[config.mk]
export PLATFORM = sky130hd
export DESIGN_NAME = sacr_regs
export DESIGN_NICKNAME = d
export VERILOG_FILES = /design/src/hdl/sacr_pkg.sv /design/src/hdl/sacr_quick_settle.sv /design/src/hdl/sacr_regs.sv
export SDC_FILE = /design/constraint.sdc
export NUM_CORES = 1
export LEC_CHECK = 0
export ABC_AREA = 1
export BUFFER_PORTS_ARGS = -buffer_cell sky130_fd_sc_hd__buf_2
export CORE_ASPECT_RATIO = 1.5
export CORE_MARGIN = 2
export CORE_UTILIZATION = 48
export CTS_BUF_LIST = sky130_fd_sc_hd__clkbuf_16
export DETAILED_ROUTE_END_ITERATION = 12
export HOLD_SLACK_MARGIN = 0.02
export PLACE_DENSITY_LB_ADDON = 0.3
export SLEW_MARGIN = 20
export SYNTH_ARGS = -nofsm -noshare
export SYNTH_HDL_FRONTEND = slang
export SYNTH_HIERARCHICAL = 1
export SYNTH_SLANG_ARGS = --single-unit
[constraint.sdc]
create_clock -name mclk_i -period 6.4 [get_ports mclk_i]
set_input_delay 1.92 -clock mclk_i [delete_from_list [all_inputs] [get_ports mclk_i]]
set_output_delay 1.92 -clock mclk_i [all_outputs]
set_load 0.02 [all_outputs]
[src/hdl/sacr_pkg.sv]
// Package: offsets, field positions, reset values and frame layout
// for the synthesizer auxiliary configuration register bank.
// Assumes a 32-bit serial frame: R/W flag, 4-bit address, 27-bit data.
package sacr_pkg;
  localparam int REG_W = 27;
  localparam int FRAME_BITS = 32;
  localparam int HDR_BITS = 5;
  localparam logic [5:0] FRAME_BITS_C = 6'h20;
  localparam logic [5:0] HDR_BITS_C = 6'h05;
  // Register addresses (frame address field)
  localparam logic [3:0] ADDR_FAST_LOCK_PIN = 4'h7;
  localparam logic [3:0] ADDR_REG_SETTINGS = 4'h8;
  localparam logic [3:0] ADDR_TEST_INIT = 4'h9;
  localparam logic [3:0] ADDR_STATUS = 4'hA;
  // Reset values
  localparam logic [26:0] FAST_LOCK_PIN_RST = 27'h0000000;
  localparam logic [26:0] REG_SETTINGS_RST = 27'h0000000;
  localparam logic [26:0] TEST_INIT_RST = 27'h0000000;
  // Fast-lock / pin control fields
  localparam int FL_PIN_HIZ = 25;
  localparam int FL_DRIVE_STYLE = 24;
  localparam int FL_READ_SWITCH_OFF = 23;
  localparam int FL_SRC_SEL_HI = 22;
  localparam int FL_SRC_SEL_LO = 21;
  localparam int FL_DIG_OCP_OFF = 20;
  localparam int FL_CYCLE_SLIP = 19;
  localparam int FL_QUICK_ON = 18;
  localparam int FL_PUMP_HI = 17;
  localparam int FL_PUMP_LO = 13;
  localparam int FL_CYCLES_HI = 12;
  localparam int FL_CYCLES_LO = 0;
  // Regulator settings fields
  localparam int RS_OUT2_OVERRIDE = 26;
  localparam int RS_REGS_OCP_OFF = 19;
  localparam int RS_DIG_DOWN = 18;
  localparam int RS_DIG_V_HI = 17;
  localparam int RS_DIG_V_LO = 16;
  localparam int RS_REF_DOWN = 14;
  localparam int RS_REF_V_HI = 13;
  localparam int RS_REF_V_LO = 12;
  localparam int RS_RF_DOWN = 10;
  localparam int RS_RF_V_HI = 9;
  localparam int RS_RF_V_LO = 8;
  localparam int RS_OSC_DOWN = 6;
  localparam int RS_OSC_V_HI = 5;
  localparam int RS_OSC_V_LO = 4;
  localparam int RS_HV_DOWN = 2;
  localparam int RS_HV_V_HI = 1;
  localparam int RS_HV_V_LO = 0;
  // Lock pin source codes
  localparam logic [1:0] SRC_LOCK = 2'h0;
  localparam logic [1:0] SRC_LOOP_DIV = 2'h1;
  localparam logic [1:0] SRC_CAL_DIV = 2'h2;
  localparam logic [1:0] SRC_QUICK_CLK = 2'h3;
  // Serial frame states, Gray along idle -> header -> data
  typedef enum logic [1:0] {
    SER_IDLE = 2'b00,
    SER_HEADER = 2'b01,
    SER_DATA = 2'b11
  } sacr_ser_state_type;
endpackage

[src/hdl/sacr_quick_settle.sv]
// Fast-lock slot timer: counts phase-detector cycles after a start pulse.
// Assumes pfd_tick_i is a one-cycle enable at the phase-detector rate.
`timescale 1ns/1ns
module sacr_quick_settle
  import sacr_pkg::*;
(
  // Clock and reset
  input wire logic mclk_i,
  input wire logic rstn_i,
  // Control
  input wire logic enable_i,
  input wire logic start_i,
  input wire logic pfd_tick_i,
  input wire logic [12:0] cycles_i,
  // Status
  output logic active_o
);
  logic [12:0] count_r;
  logic active_r;

  always_ff @(posedge mclk_i) begin
    if (!rstn_i) begin
      count_r <= 13'h0000;
      active_r <= 1'b0;
    end else if (!enable_i) begin
      count_r <= 13'h0000;
      active_r <= 1'b0;
    end else if (start_i) begin
      count_r <= 13'h0000;
      active_r <= 1'b1;
    end else if (active_r && pfd_tick_i) begin
      // Slot closes after cycles_i phase-detector ticks, or after one tick when cycles_i is 0
      if (count_r + 13'h0001 >= cycles_i) begin
        active_r <= 1'b0;
      end
      count_r <= count_r + 13'h0001;
    end
  end

  assign active_o = active_r;
endmodule

[src/hdl/sacr_regs.sv]
// Auxiliary configuration register bank with serial port and lock pin.
// Assumes serial pins are synchronous to mclk_i and far slower than it.
`timescale 1ns/1ns
module sacr_regs
  import sacr_pkg::*;
(
  // Clock and reset
  input wire logic mclk_i,
  input wire logic rstn_i,
  // Serial port
  input wire logic ser_clk_i,
  input wire logic ser_data_i,
  input wire logic ser_load_i,
  // Lock / serial-out pin
  output logic lock_serial_out_pin_o,
  output logic lock_serial_out_pin_oe_o,
  output logic lock_pin_push_pull_o,
  // Loop inputs
  input wire logic lock_det_i,
  input wire logic loop_div_i,
  input wire logic cal_div_i,
  input wire logic pfd_tick_i,
  input wire logic quick_settle_start_i,
  input wire logic [4:0] normal_pump_current_i,
  // Regulator and calibrator status
  input wire logic [4:0] reg_startup_i,
  input wire logic [4:0] reg_overcurrent_i,
  input wire logic [1:0] vco_sel_i,
  input wire logic [4:0] vco_word_i,
  // Power-down pins
  input wire logic out1_down_pin_i,
  input wire logic out2_down_or_filter_switch_pin_i,
  output logic out1_down_o,
  output logic out2_down_o,
  output logic filter_switch_o,
  // Loop controls
  output logic cycle_slip_on_o,
  output logic [4:0] pump_current_o,
  output logic quick_settle_active_o,
  // Regulator controls and test/init word
  output logic digital_reg_overcurrent_off_o,
  output logic regs_overcurrent_off_o,
  output logic [4:0] reg_down_o,
  output logic [1:0] digital_reg_voltage_o,
  output logic [1:0] refclk_reg_voltage_o,
  output logic [1:0] rfout_reg_voltage_o,
  output logic [1:0] osc_bias_reg_voltage_o,
  output logic [1:0] high_volt_reg_voltage_o,
  output logic [26:0] test_init_o
);
  logic [26:0] fast_lock_pin_control_r;
  logic [26:0] regulator_settings_r;
  logic [26:0] test_init_reserved_r;
  logic [26:0] status_word;
  sacr_ser_state_type ser_state_r;
  logic ser_clk_d_r;
  logic ser_load_d_r;
  logic [31:0] shift_in_r;
  logic [5:0] bit_cnt_r;
  logic [26:0] shift_out_r;
  logic read_frame_r;
  logic sdo_r;
  logic slot_active;
  logic [1:0] src_sel;
  logic src_level;
  logic pin_level;
  logic reading;
  logic pin_o_r;
  logic pin_oe_r;
  logic pp_r;
  logic out1_r;
  logic out2_r;
  logic fsw_r;
  logic slip_r;
  logic [4:0] pump_r;
  logic qs_r;

  wire ser_rise = ser_clk_i && !ser_clk_d_r;
  wire ser_fall = !ser_clk_i && ser_clk_d_r;
  wire load_rise = ser_load_i && !ser_load_d_r;

  function automatic logic [26:0] read_mux(input logic [3:0] addr,
                                           input logic [26:0] fl,
                                           input logic [26:0] rs,
                                           input logic [26:0] ti,
                                           input logic [26:0] st);
    unique case (addr)
      ADDR_FAST_LOCK_PIN: read_mux = fl;
      ADDR_REG_SETTINGS: read_mux = rs;
      ADDR_TEST_INIT: read_mux = ti;
      ADDR_STATUS: read_mux = st;
      default: read_mux = 27'h0000000;
    endcase
  endfunction

  // Status layout; unused upper bits read zero
  assign status_word = {9'h000, reg_startup_i, reg_overcurrent_i, lock_det_i,
                        vco_sel_i, vco_word_i};

  always_ff @(posedge mclk_i) begin
    if (!rstn_i) begin
      ser_clk_d_r <= 1'b0;
      ser_load_d_r <= 1'b1; // Idle level of load, so no false edge after reset
    end else begin
      ser_clk_d_r <= ser_clk_i;
      ser_load_d_r <= ser_load_i;
    end
  end

  // Frame runs while load is low; bits shift in MSB first on rising clock
  always_ff @(posedge mclk_i) begin
    if (!rstn_i) begin
      ser_state_r <= SER_IDLE;
      shift_in_r <= 32'h00000000;
      bit_cnt_r <= 6'h00;
      read_frame_r <= 1'b0;
    end else if (ser_load_i) begin
      ser_state_r <= SER_IDLE;
      bit_cnt_r <= 6'h00;
      read_frame_r <= 1'b0;
    end else begin
      unique case (ser_state_r)
        SER_IDLE: begin
          shift_in_r <= 32'h00000000;
          ser_state_r <= SER_HEADER;
        end
        SER_HEADER: begin
          if (ser_rise) begin
            shift_in_r <= {shift_in_r[30:0], ser_data_i};
            bit_cnt_r <= bit_cnt_r + 6'h01;
            if (bit_cnt_r + 6'h01 == HDR_BITS_C) begin
              ser_state_r <= SER_DATA;
              read_frame_r <= shift_in_r[3];
            end
          end
        end
        SER_DATA: begin
          if (ser_rise && bit_cnt_r != FRAME_BITS_C) begin
            shift_in_r <= {shift_in_r[30:0], ser_data_i};
            bit_cnt_r <= bit_cnt_r + 6'h01;
          end
        end
      endcase
    end
  end

  // Read data: word loaded once the header is in, bits leave on falling clock
  always_ff @(posedge mclk_i) begin
    if (!rstn_i) begin
      shift_out_r <= 27'h0000000;
      sdo_r <= 1'b0;
    end else if (ser_state_r == SER_HEADER && ser_rise &&
                 bit_cnt_r + 6'h01 == HDR_BITS_C) begin
      shift_out_r <= read_mux({shift_in_r[2:0], ser_data_i},
                              fast_lock_pin_control_r, regulator_settings_r,
                              test_init_reserved_r, status_word);
    end else if (ser_state_r == SER_DATA && read_frame_r && ser_fall) begin
      sdo_r <= shift_out_r[26];
      shift_out_r <= {shift_out_r[25:0], 1'b0};
    end
  end

  // Writes commit on load rise after a full frame; status has no store
  always_ff @(posedge mclk_i) begin
    if (!rstn_i) begin
      fast_lock_pin_control_r <= FAST_LOCK_PIN_RST;
      regulator_settings_r <= REG_SETTINGS_RST;
      test_init_reserved_r <= TEST_INIT_RST;
    end else if (load_rise && bit_cnt_r == FRAME_BITS_C && !shift_in_r[31]) begin
      unique case (shift_in_r[30:27])
        ADDR_FAST_LOCK_PIN: fast_lock_pin_control_r <= shift_in_r[26:0];
        ADDR_REG_SETTINGS: regulator_settings_r <= shift_in_r[26:0];
        ADDR_TEST_INIT: test_init_reserved_r <= shift_in_r[26:0];
        default: ;
      endcase
    end
  end

  sacr_quick_settle u_quick_settle (
    .mclk_i(mclk_i),
    .rstn_i(rstn_i),
    .enable_i(fast_lock_pin_control_r[FL_QUICK_ON]),
    .start_i(quick_settle_start_i),
    .pfd_tick_i(pfd_tick_i),
    .cycles_i(fast_lock_pin_control_r[FL_CYCLES_HI:FL_CYCLES_LO]),
    .active_o(slot_active)
  );

  assign src_sel = fast_lock_pin_control_r[FL_SRC_SEL_HI:FL_SRC_SEL_LO];

  // Lock pin source multiplexer
  always_comb begin
    unique case (src_sel)
      SRC_LOCK: src_level = lock_det_i;
      SRC_LOOP_DIV: src_level = loop_div_i;
      SRC_CAL_DIV: src_level = cal_div_i;
      SRC_QUICK_CLK: src_level = pfd_tick_i;
    endcase
  end

  // Pin carries read data only when auto-switch is allowed
  assign reading = read_frame_r && ser_state_r == SER_DATA &&
                   !fast_lock_pin_control_r[FL_READ_SWITCH_OFF];
  assign pin_level = reading ? sdo_r : src_level;

  always_ff @(posedge mclk_i) begin
    if (!rstn_i) begin
      pin_o_r <= 1'b0;
      pin_oe_r <= 1'b0;
      pp_r <= 1'b0;
    end else begin
      pp_r <= fast_lock_pin_control_r[FL_DRIVE_STYLE];
      if (fast_lock_pin_control_r[FL_PIN_HIZ]) begin
        pin_o_r <= 1'b0;
        pin_oe_r <= 1'b0;
      end else if (fast_lock_pin_control_r[FL_DRIVE_STYLE]) begin
        pin_o_r <= pin_level;
        pin_oe_r <= 1'b1;
      end else begin
        // Open drain only pulls low; high comes from the external pull-up
        pin_o_r <= 1'b0;
        pin_oe_r <= !pin_level;
      end
    end
  end

  // Power-down pins, filter switch, pump current
  always_ff @(posedge mclk_i) begin
    if (!rstn_i) begin
      out1_r <= 1'b0;
      out2_r <= 1'b0;
      fsw_r <= 1'b0;
      slip_r <= 1'b0;
      pump_r <= 5'h00;
      qs_r <= 1'b0;
    end else begin
      out1_r <= out1_down_pin_i;
      if (regulator_settings_r[RS_OUT2_OVERRIDE]) begin
        out2_r <= out1_down_pin_i;
      end else if (fast_lock_pin_control_r[FL_QUICK_ON]) begin
        // Shared pin is the filter switch, so it no longer powers down out2
        out2_r <= 1'b0;
      end else begin
        out2_r <= out2_down_or_filter_switch_pin_i;
      end
      fsw_r <= fast_lock_pin_control_r[FL_QUICK_ON] && slot_active;
      slip_r <= fast_lock_pin_control_r[FL_CYCLE_SLIP];
      pump_r <= slot_active ? fast_lock_pin_control_r[FL_PUMP_HI:FL_PUMP_LO]
                            : normal_pump_current_i;
      qs_r <= slot_active;
    end
  end

  assign lock_serial_out_pin_o = pin_o_r;
  assign lock_serial_out_pin_oe_o = pin_oe_r;
  assign lock_pin_push_pull_o = pp_r;
  assign out1_down_o = out1_r;
  assign out2_down_o = out2_r;
  assign filter_switch_o = fsw_r;
  assign cycle_slip_on_o = slip_r;
  assign pump_current_o = pump_r;
  assign quick_settle_active_o = qs_r;

  // Regulator fields are register bits, so outputs stay flop-driven
  assign digital_reg_overcurrent_off_o = fast_lock_pin_control_r[FL_DIG_OCP_OFF];
  assign regs_overcurrent_off_o = regulator_settings_r[RS_REGS_OCP_OFF];
  assign reg_down_o = {regulator_settings_r[RS_DIG_DOWN], regulator_settings_r[RS_REF_DOWN],
                       regulator_settings_r[RS_RF_DOWN], regulator_settings_r[RS_OSC_DOWN],
                       regulator_settings_r[RS_HV_DOWN]};
  assign digital_reg_voltage_o = regulator_settings_r[RS_DIG_V_HI:RS_DIG_V_LO];
  assign refclk_reg_voltage_o = regulator_settings_r[RS_REF_V_HI:RS_REF_V_LO];
  assign rfout_reg_voltage_o = regulator_settings_r[RS_RF_V_HI:RS_RF_V_LO];
  assign osc_bias_reg_voltage_o = regulator_settings_r[RS_OSC_V_HI:RS_OSC_V_LO];
  assign high_volt_reg_voltage_o = regulator_settings_r[RS_HV_V_HI:RS_HV_V_LO];
  assign test_init_o = test_init_reserved_r;
endmodule

# Yosys cells after proc, flatten, opt, wreduce, memory -nomap -nowiden
# Index checks and enable logic that the tools add are counted.
# W data, S select, Z words.
dict set report op_classes {
  addsub 2
  magnitude_cmp 1
  eq_ne 18
  mux 21
  bitwise 5
  reduce_logical 40
}
# operator count
set op_table {}
lappend op_table {{$pmux W27 S4} 1}
lappend op_table {{$pmux W32 S3} 1}
lappend op_table {{$mux W32} 2}
lappend op_table {{$mux W27} 2}
lappend op_table {{$eq A4 B4 Y1 const B} 5}
lappend op_table {{$add A13 B1 Y13 const B} 1}
lappend op_table {{$ge A13 B13 Y1} 1}
lappend op_table {{$logic_and A1 B1 Y1} 13}
lappend op_table {{$mux W6} 2}
lappend op_table {{$pmux W6 S2} 1}
lappend op_table {{$reduce_and A2 Y1} 6}
lappend op_table {{$reduce_and A3 Y1} 4}
lappend op_table {{$reduce_bool A2 Y1} 5}
lappend op_table {{$eq A4 B3 Y1 const B} 2}
lappend op_table {{$mux W1} 7}
lappend op_table {{$add A6 B1 Y6 const B} 1}
lappend op_table {{$eq A2 B2 Y1 const B} 3}
lappend op_table {{$eq A6 B3 Y1 const B} 1}
lappend op_table {{$eq A6 B6 Y1 const B} 1}
lappend op_table {{$logic_not A1 Y1} 6}
lappend op_table {{$ne A2 B2 Y1 const B} 3}
lappend op_table {{$ne A6 B6 Y1 const B} 1}
lappend op_table {{$reduce_or A3 Y1} 2}
lappend op_table {{$mux W5} 1}
lappend op_table {{7 further kinds} 15}
dict set report word_totals {
  reg_bits 179
  input_bits 34
  output_inout_bits 57
}

# Logic depth before layout (Yosys ltp)
dict set report logic_depth {
  depth_word 6
  ltp_mapped 19
  ltp_nobuf 19
}

# By module
# Netlist, hierarchy kept.
# mod instances cells_each area_per_inst_um2
set by_module_without_submodules {}
lappend by_module_without_submodules {sacr_regs 1 999 7274.5}
lappend by_module_without_submodules {sacr_quick_settle 1 164 1101.1}

# Worst setup path after synthesis
# OpenSTA, ideal clock, no wires.
dict set report synth_timing {
  path_kind {input -> register}
  from {input port ser_data_i}
  to {register shift_out_r[18]}
  setup_time_ns 0.056
  arrival_ns 2.926
  required_time_ns 6.344
  path_slack_ns 3.418
  stages 10
  path_buffers 2
  path_cell_list {buf_4 > inv_2 > nor3_4 > buf_6 > nand2_1 > o211ai_1 > nand2_1 > nand3_1 > nand2_1 > inv_1}
}
dict set report synth_via {
  elab_chain_cells 3
  elab_cells_between_ends 6
}
# element line
set synth_rtl {}
lappend synth_rtl {{from (decl)} sacr_regs.sv:12} ;# input wire logic ser_data_i,
lappend synth_rtl {{$eq A4 B4 Y1 / $eq A4 B3 Y1 (equally long branches)} sacr_regs.sv:87} ;# unique case (addr)
lappend synth_rtl {{$pmux W27 S4 (*)} sacr_regs.sv:87}
lappend synth_rtl {{$mux W27 (*)} sacr_regs.sv:152} ;# end else if (ser_state_r == SER_HEADER && ser_rise &&
lappend synth_rtl {{to (signal assigned)} sacr_regs.sv:154} ;# shift_out_r <= read_mux({shift_in_r[2:0], ser_data_i},
lappend synth_rtl {{to (signal assigned)} sacr_regs.sv:159} ;# shift_out_r <= {shift_out_r[25:0], 1'b0};
lappend synth_rtl {{to (decl)} sacr_regs.sv:60} ;# logic [26:0] shift_out_r;
# Every way passes the cells marked *; elsewhere a longest branch is shown, timed or not.
# A chain may end at the register's enable or synchronous reset.

# Worst setup path in the final report
dict set report layout_timing {
  from {input port ser_load_i}
  to {register regulator_settings_r[21]}
}
dict set report layout_via {
  elab_chain_cells 4
}
# element line
set layout_rtl {}
lappend layout_rtl {{from (decl)} sacr_regs.sv:13} ;# input wire logic ser_load_i,
lappend layout_rtl {{$logic_and A1 B1 Y1} sacr_regs.sv:80} ;# wire load_rise = ser_load_i && !ser_load_d_r;
lappend layout_rtl {{$logic_and A1 B1 Y1 (2 in series)} sacr_regs.sv:169} ;# end else if (load_rise && bit_cnt_r == FRAME_BITS_C && !shift_in_r[31]) begin
lappend layout_rtl {{$reduce_and A2 Y1 (no source line)} --}
lappend layout_rtl {{to (signal assigned)} sacr_regs.sv:172} ;# ADDR_REG_SETTINGS: regulator_settings_r <= shift_in_r[26:0];
lappend layout_rtl {{to (decl)} sacr_regs.sv:52} ;# logic [26:0] regulator_settings_r;
# No other way between the ends.

==> flow_metrics.py <==
metrics = {
    "routing": {
        "detail-route-antenna-nets": 0,
        "dr.pass1.iters": 6,
        "viasPerCell": 5.27,
        "drt_iter0_drc": 537,
        "vias": 7509,
        "wl_per_cell_um": 15.4,
        "wl_um": 21900,
        "drc": 0,
    },
    "clock_tree": {
        "cts.htree.levels": 4,
        "tritoncts": "done",
        "clk_path_buf_depth": 2,
        "root_buffer": "clkbuf_16",
        "cts.sinks": 179,
        "clock_latency_ns": 0.43,
        "post_cts_resized": 0,
        "path_clk_slew_ns": 0.06,
        "cts_setup_buffers": 0,
        "cts_buffers": 17,
        "ctsHoldBuffers": 0,
    },
    "floorplan": {
        "pin_count": 91,
        "core-area_um2": 17200,
        "die_w_um": 112,
        "die_area_um2": 18500,
        "rows": 59,
        "initial_core_util": 0.487,
        "die_h_um": 166,
    },
    "final_layout": {
        "synthToLayoutAreaGrowth_pct": 10.7,
        "drive_above_1_share": 0.140,
        "fillerInstances": 1674,
        "fin_area_um2": 9270,
        "nets": 1249,
        "multiInputGateArea_um2": 3700,
        "num_antenna_cells": 0,
        "seqCellArea_um2": 3580,
    },
    "synth": {
        "yosysWarnings": 6,
        "synth_flop_cell": "dfxtp_1",
        "ys_ff_latch": 179,
        "netlist_instances": 1163,
        "ys_async_sr_fraction": 0,
        "synth_top_family_by_area": "simple AND/OR/NAND/NOR gates",
        "syn_area_per_cell_um2": 7.20,
        "synth_area_um2": 8380,
        "synth_cell_types": 39,
        "synth_edf_count": 0,
        "synth_mux_area_frac": 0,
        "synthXorXnorAreaFrac": 0.00837,
        "yosys.area_share.simple": 0.231,
        "synth_nets": 1213,
        "ys_seq_area_frac": 0.428,
        "yosys.area_share.adder": 0.0239,
        "synth_compound_area_frac": 0.178,
    },
    "grt": {
        "grt.overflow.total": 0,
        "track_usage": 0.235,
        "antenna_found_initial": 0,
        "grt_pass1_vias": 6888,
        "grt_max_degree": 78,
        "grt_pass1_wl_um": 35100,
    },
    "worst_setup_path": {
        "cp_max_fo": 54,
        "cp.arrival_ns": 3.75,
        "worst_setup_path_end_kind": "flop",
        "regToRegSetupSlack_ns": 3.95,
        "cpPeakStageDelay_ns": 0.81,
        "crit_slowest_cell": "nand3_2",
        "cp_cell_sequence": "buf_2, nor3b_2, nand3_2, o21ai_0, a21oi_1",
        "crit_family": "simple AND/OR/NAND/NOR gates",
        "critPathKind": "input port to flop",
        "critPathLaunchType": "input port",
        "r2r-end": "regulator_settings_r[21]",
        "cp.required_ns": 6.68,
        "path_buf_inv": 1,
        "path_depth": 5,
        "worstReg2RegStart": "bit_cnt_r[0]",
        "reg2reg_depth": 7,
        "critPathCapture": "regulator_settings_r[21]",
        "worstSetupStartpoint": "ser_load_i",
    },
    "pwr": {
        "total_power_w": 0.00224,
        "power.density_cell_area_nw_per_um2": 241,
        "power_leakage_nw": 3.96,
        "peakVddDrop_mv": 0.140,
    },
    "placed_design": {
        "place_hpwl_um": 15100,
        "dpl_cell_area_um2": 8690,
        "gp_congestion": 0.834,
        "io_buffer_count": 90,
    },
    "timing": {
        "tightestPinTransition_ns": 0.996,
        "slew-limit-headroom": 0.335,
        "clock_skew_ns": 0.00868,
        "finalCriticalPeriod_ns": 3.47,
        "whs_ns": 0.427,
        "fin_crit_sh": 0.542,
        "slew_violations": 0,
        "finalSetupViolations": 0,
        "rsz0062_at_grt": "false",
        "final_hold_viol_count": 0,
        "tns_ns": 0,
        "fmaxAchievable_ghz": 0.288,
    },
    "min_path": {
        "worst_hold_path_type": "flop to flop",
        "min-delay-start": "fast_lock_pin_control_r[19]",
    },
    "flow_run": {
        "max_cap_violations": 0,
    },
    "status": {
        "outcome": "finished clean",
    },
}
## cell families after synthesis
group,Yosys count
and+or+nand+nor,420
AOI/OAI and AO/OA,284
buffers and inverters,256
DFF,179
adders and majority gates,16
xor gates and xnor gates,8
## worst register-to-register path, cell delays in order (launching register included)
cell	delay, ns
dfxtp_1	0.33
inv_1	0.11
ha_1	0.19
nand4_1	0.16
inv_1	0.16
nand3_2	0.78
o21ai_0	0.49
a21oi_1	0.08
## state kept, by name, indices dropped and copies added, names as in the netlist, 2 cells and up
register / cells
ser_state_r: 2
pump_current_o: 5
shift_in_r: 32
bit_cnt_r: 6
fast_lock_pin_control_r: 27
test_init_o: 27
shift_out_r: 27
u_quick_settle/count_r: 13
regulator_settings_r: 27
## through the flow
step,std cells,worst slack (ns),util
6_report,1424,2.93,0.539
5_1_grt,1424,2.65,0.539
4_1_cts,1424,2.93,0.539
3_5_place_dp,1393,2.49,0.505
3_3_place_gp,1393,2.55,0.505
2_1_floorplan,1163,3.42,-
## power by group
group	internal [W]	switching (W)	leakage (nW)
combinational	0.0000213	0.0000529	2.23
clock	0.000578	0.000463	0.281
sequential	0.00112	0.00000311	1.44
## worst min-delay path by stage
stage	endpoint	slack [ns]	cells after the start
2_1_floorplan	cycle_slip_on_o	0.41	2
5_1_grt	cycle_slip_on_o	0.45	2
4_1_cts	cycle_slip_on_o	0.43	2
6_report	cycle_slip_on_o	0.43	2
3_3_place_gp	cycle_slip_on_o	0.42	2
3_5_place_dp	cycle_slip_on_o	0.42	2
## cell usage in the layout, fill, tap and decap left out, types with 4 or more instances in the layout
cell type	n
inv_6	5
o211ai_1	5
nor2_1	28
buf_2	90
inv_1	168
xor2_1	8
nand2_2	9
clkbuf_16	17
nand3_2	6
dfxtp_1	179
o21ai_0	120
a21oi_1	142
nand2_1	232
nor2_2	4
o21bai_1	4
o21ai_1	4
nand3_1	115
nand4_1	12
ha_1	16
inv_2	9
## layout make-up
type / count / share of cell area
Multi-Input combinational cell: 728 / 0.399
Tap cell: 213 / 0.0287
Timing Repair Buffer: 93 / 0.0510
Clock buffer: 17 / 0.0459
Clock inverter: 14 / 0.0163
Sequential cell: 179 / 0.386
Inverter: 180 / 0.0731
## synthesized netlist by cell type (2+ instances only)
cell | instances | area share
nor3_4 | 3 | 0.0058
buf_4 | 22 | 0.020
nand2_2 | 8 | 0.0060
nand2_4 | 2 | 0.0027
o21ai_0 | 120 | 0.072
o21ai_1 | 4 | 0.0024
o211ai_2 | 3 | 0.0045
ha_1 | 16 | 0.024
buf_2 | 18 | 0.011
a21oi_1 | 142 | 0.085
dfxtp_1 | 179 | 0.43
o211ai_1 | 5 | 0.0045
inv_1 | 168 | 0.075
nor2_4 | 3 | 0.0040
inv_2 | 9 | 0.0040
buf_1 | 2 | 0.00090
nand4_1 | 12 | 0.0090
nor2_1 | 28 | 0.013
buf_6 | 4 | 0.0054
clkbuf_1 | 30 | 0.013
nand2_1 | 233 | 0.10
nor2_2 | 4 | 0.0030
clkinv_1 | 2 | 0.00090
xor2_1 | 8 | 0.0084
o21bai_1 | 4 | 0.0036
nand3_2 | 6 | 0.0072
o21a_1 | 2 | 0.0018
nand3_1 | 115 | 0.069
## metal layers
| layer | up-vias | wire length [um] | part of all wire | GRT usage |
|---|---|---|---|---|
| met1 | 3466 | 9650 | 0.44 | 0.308 |
| li1 | 3808 | - | - | - |
| met4 | 0 | 481 | 0.022 | 0.0859 |
| met5 | - | 0 | 0 | 0 |
| met3 | 33 | 1030 | 0.047 | 0.0314 |
| met2 | 202 | 10800 | 0.49 | 0.396 |
Note: power is estimated with default switching activity, not from simulation.
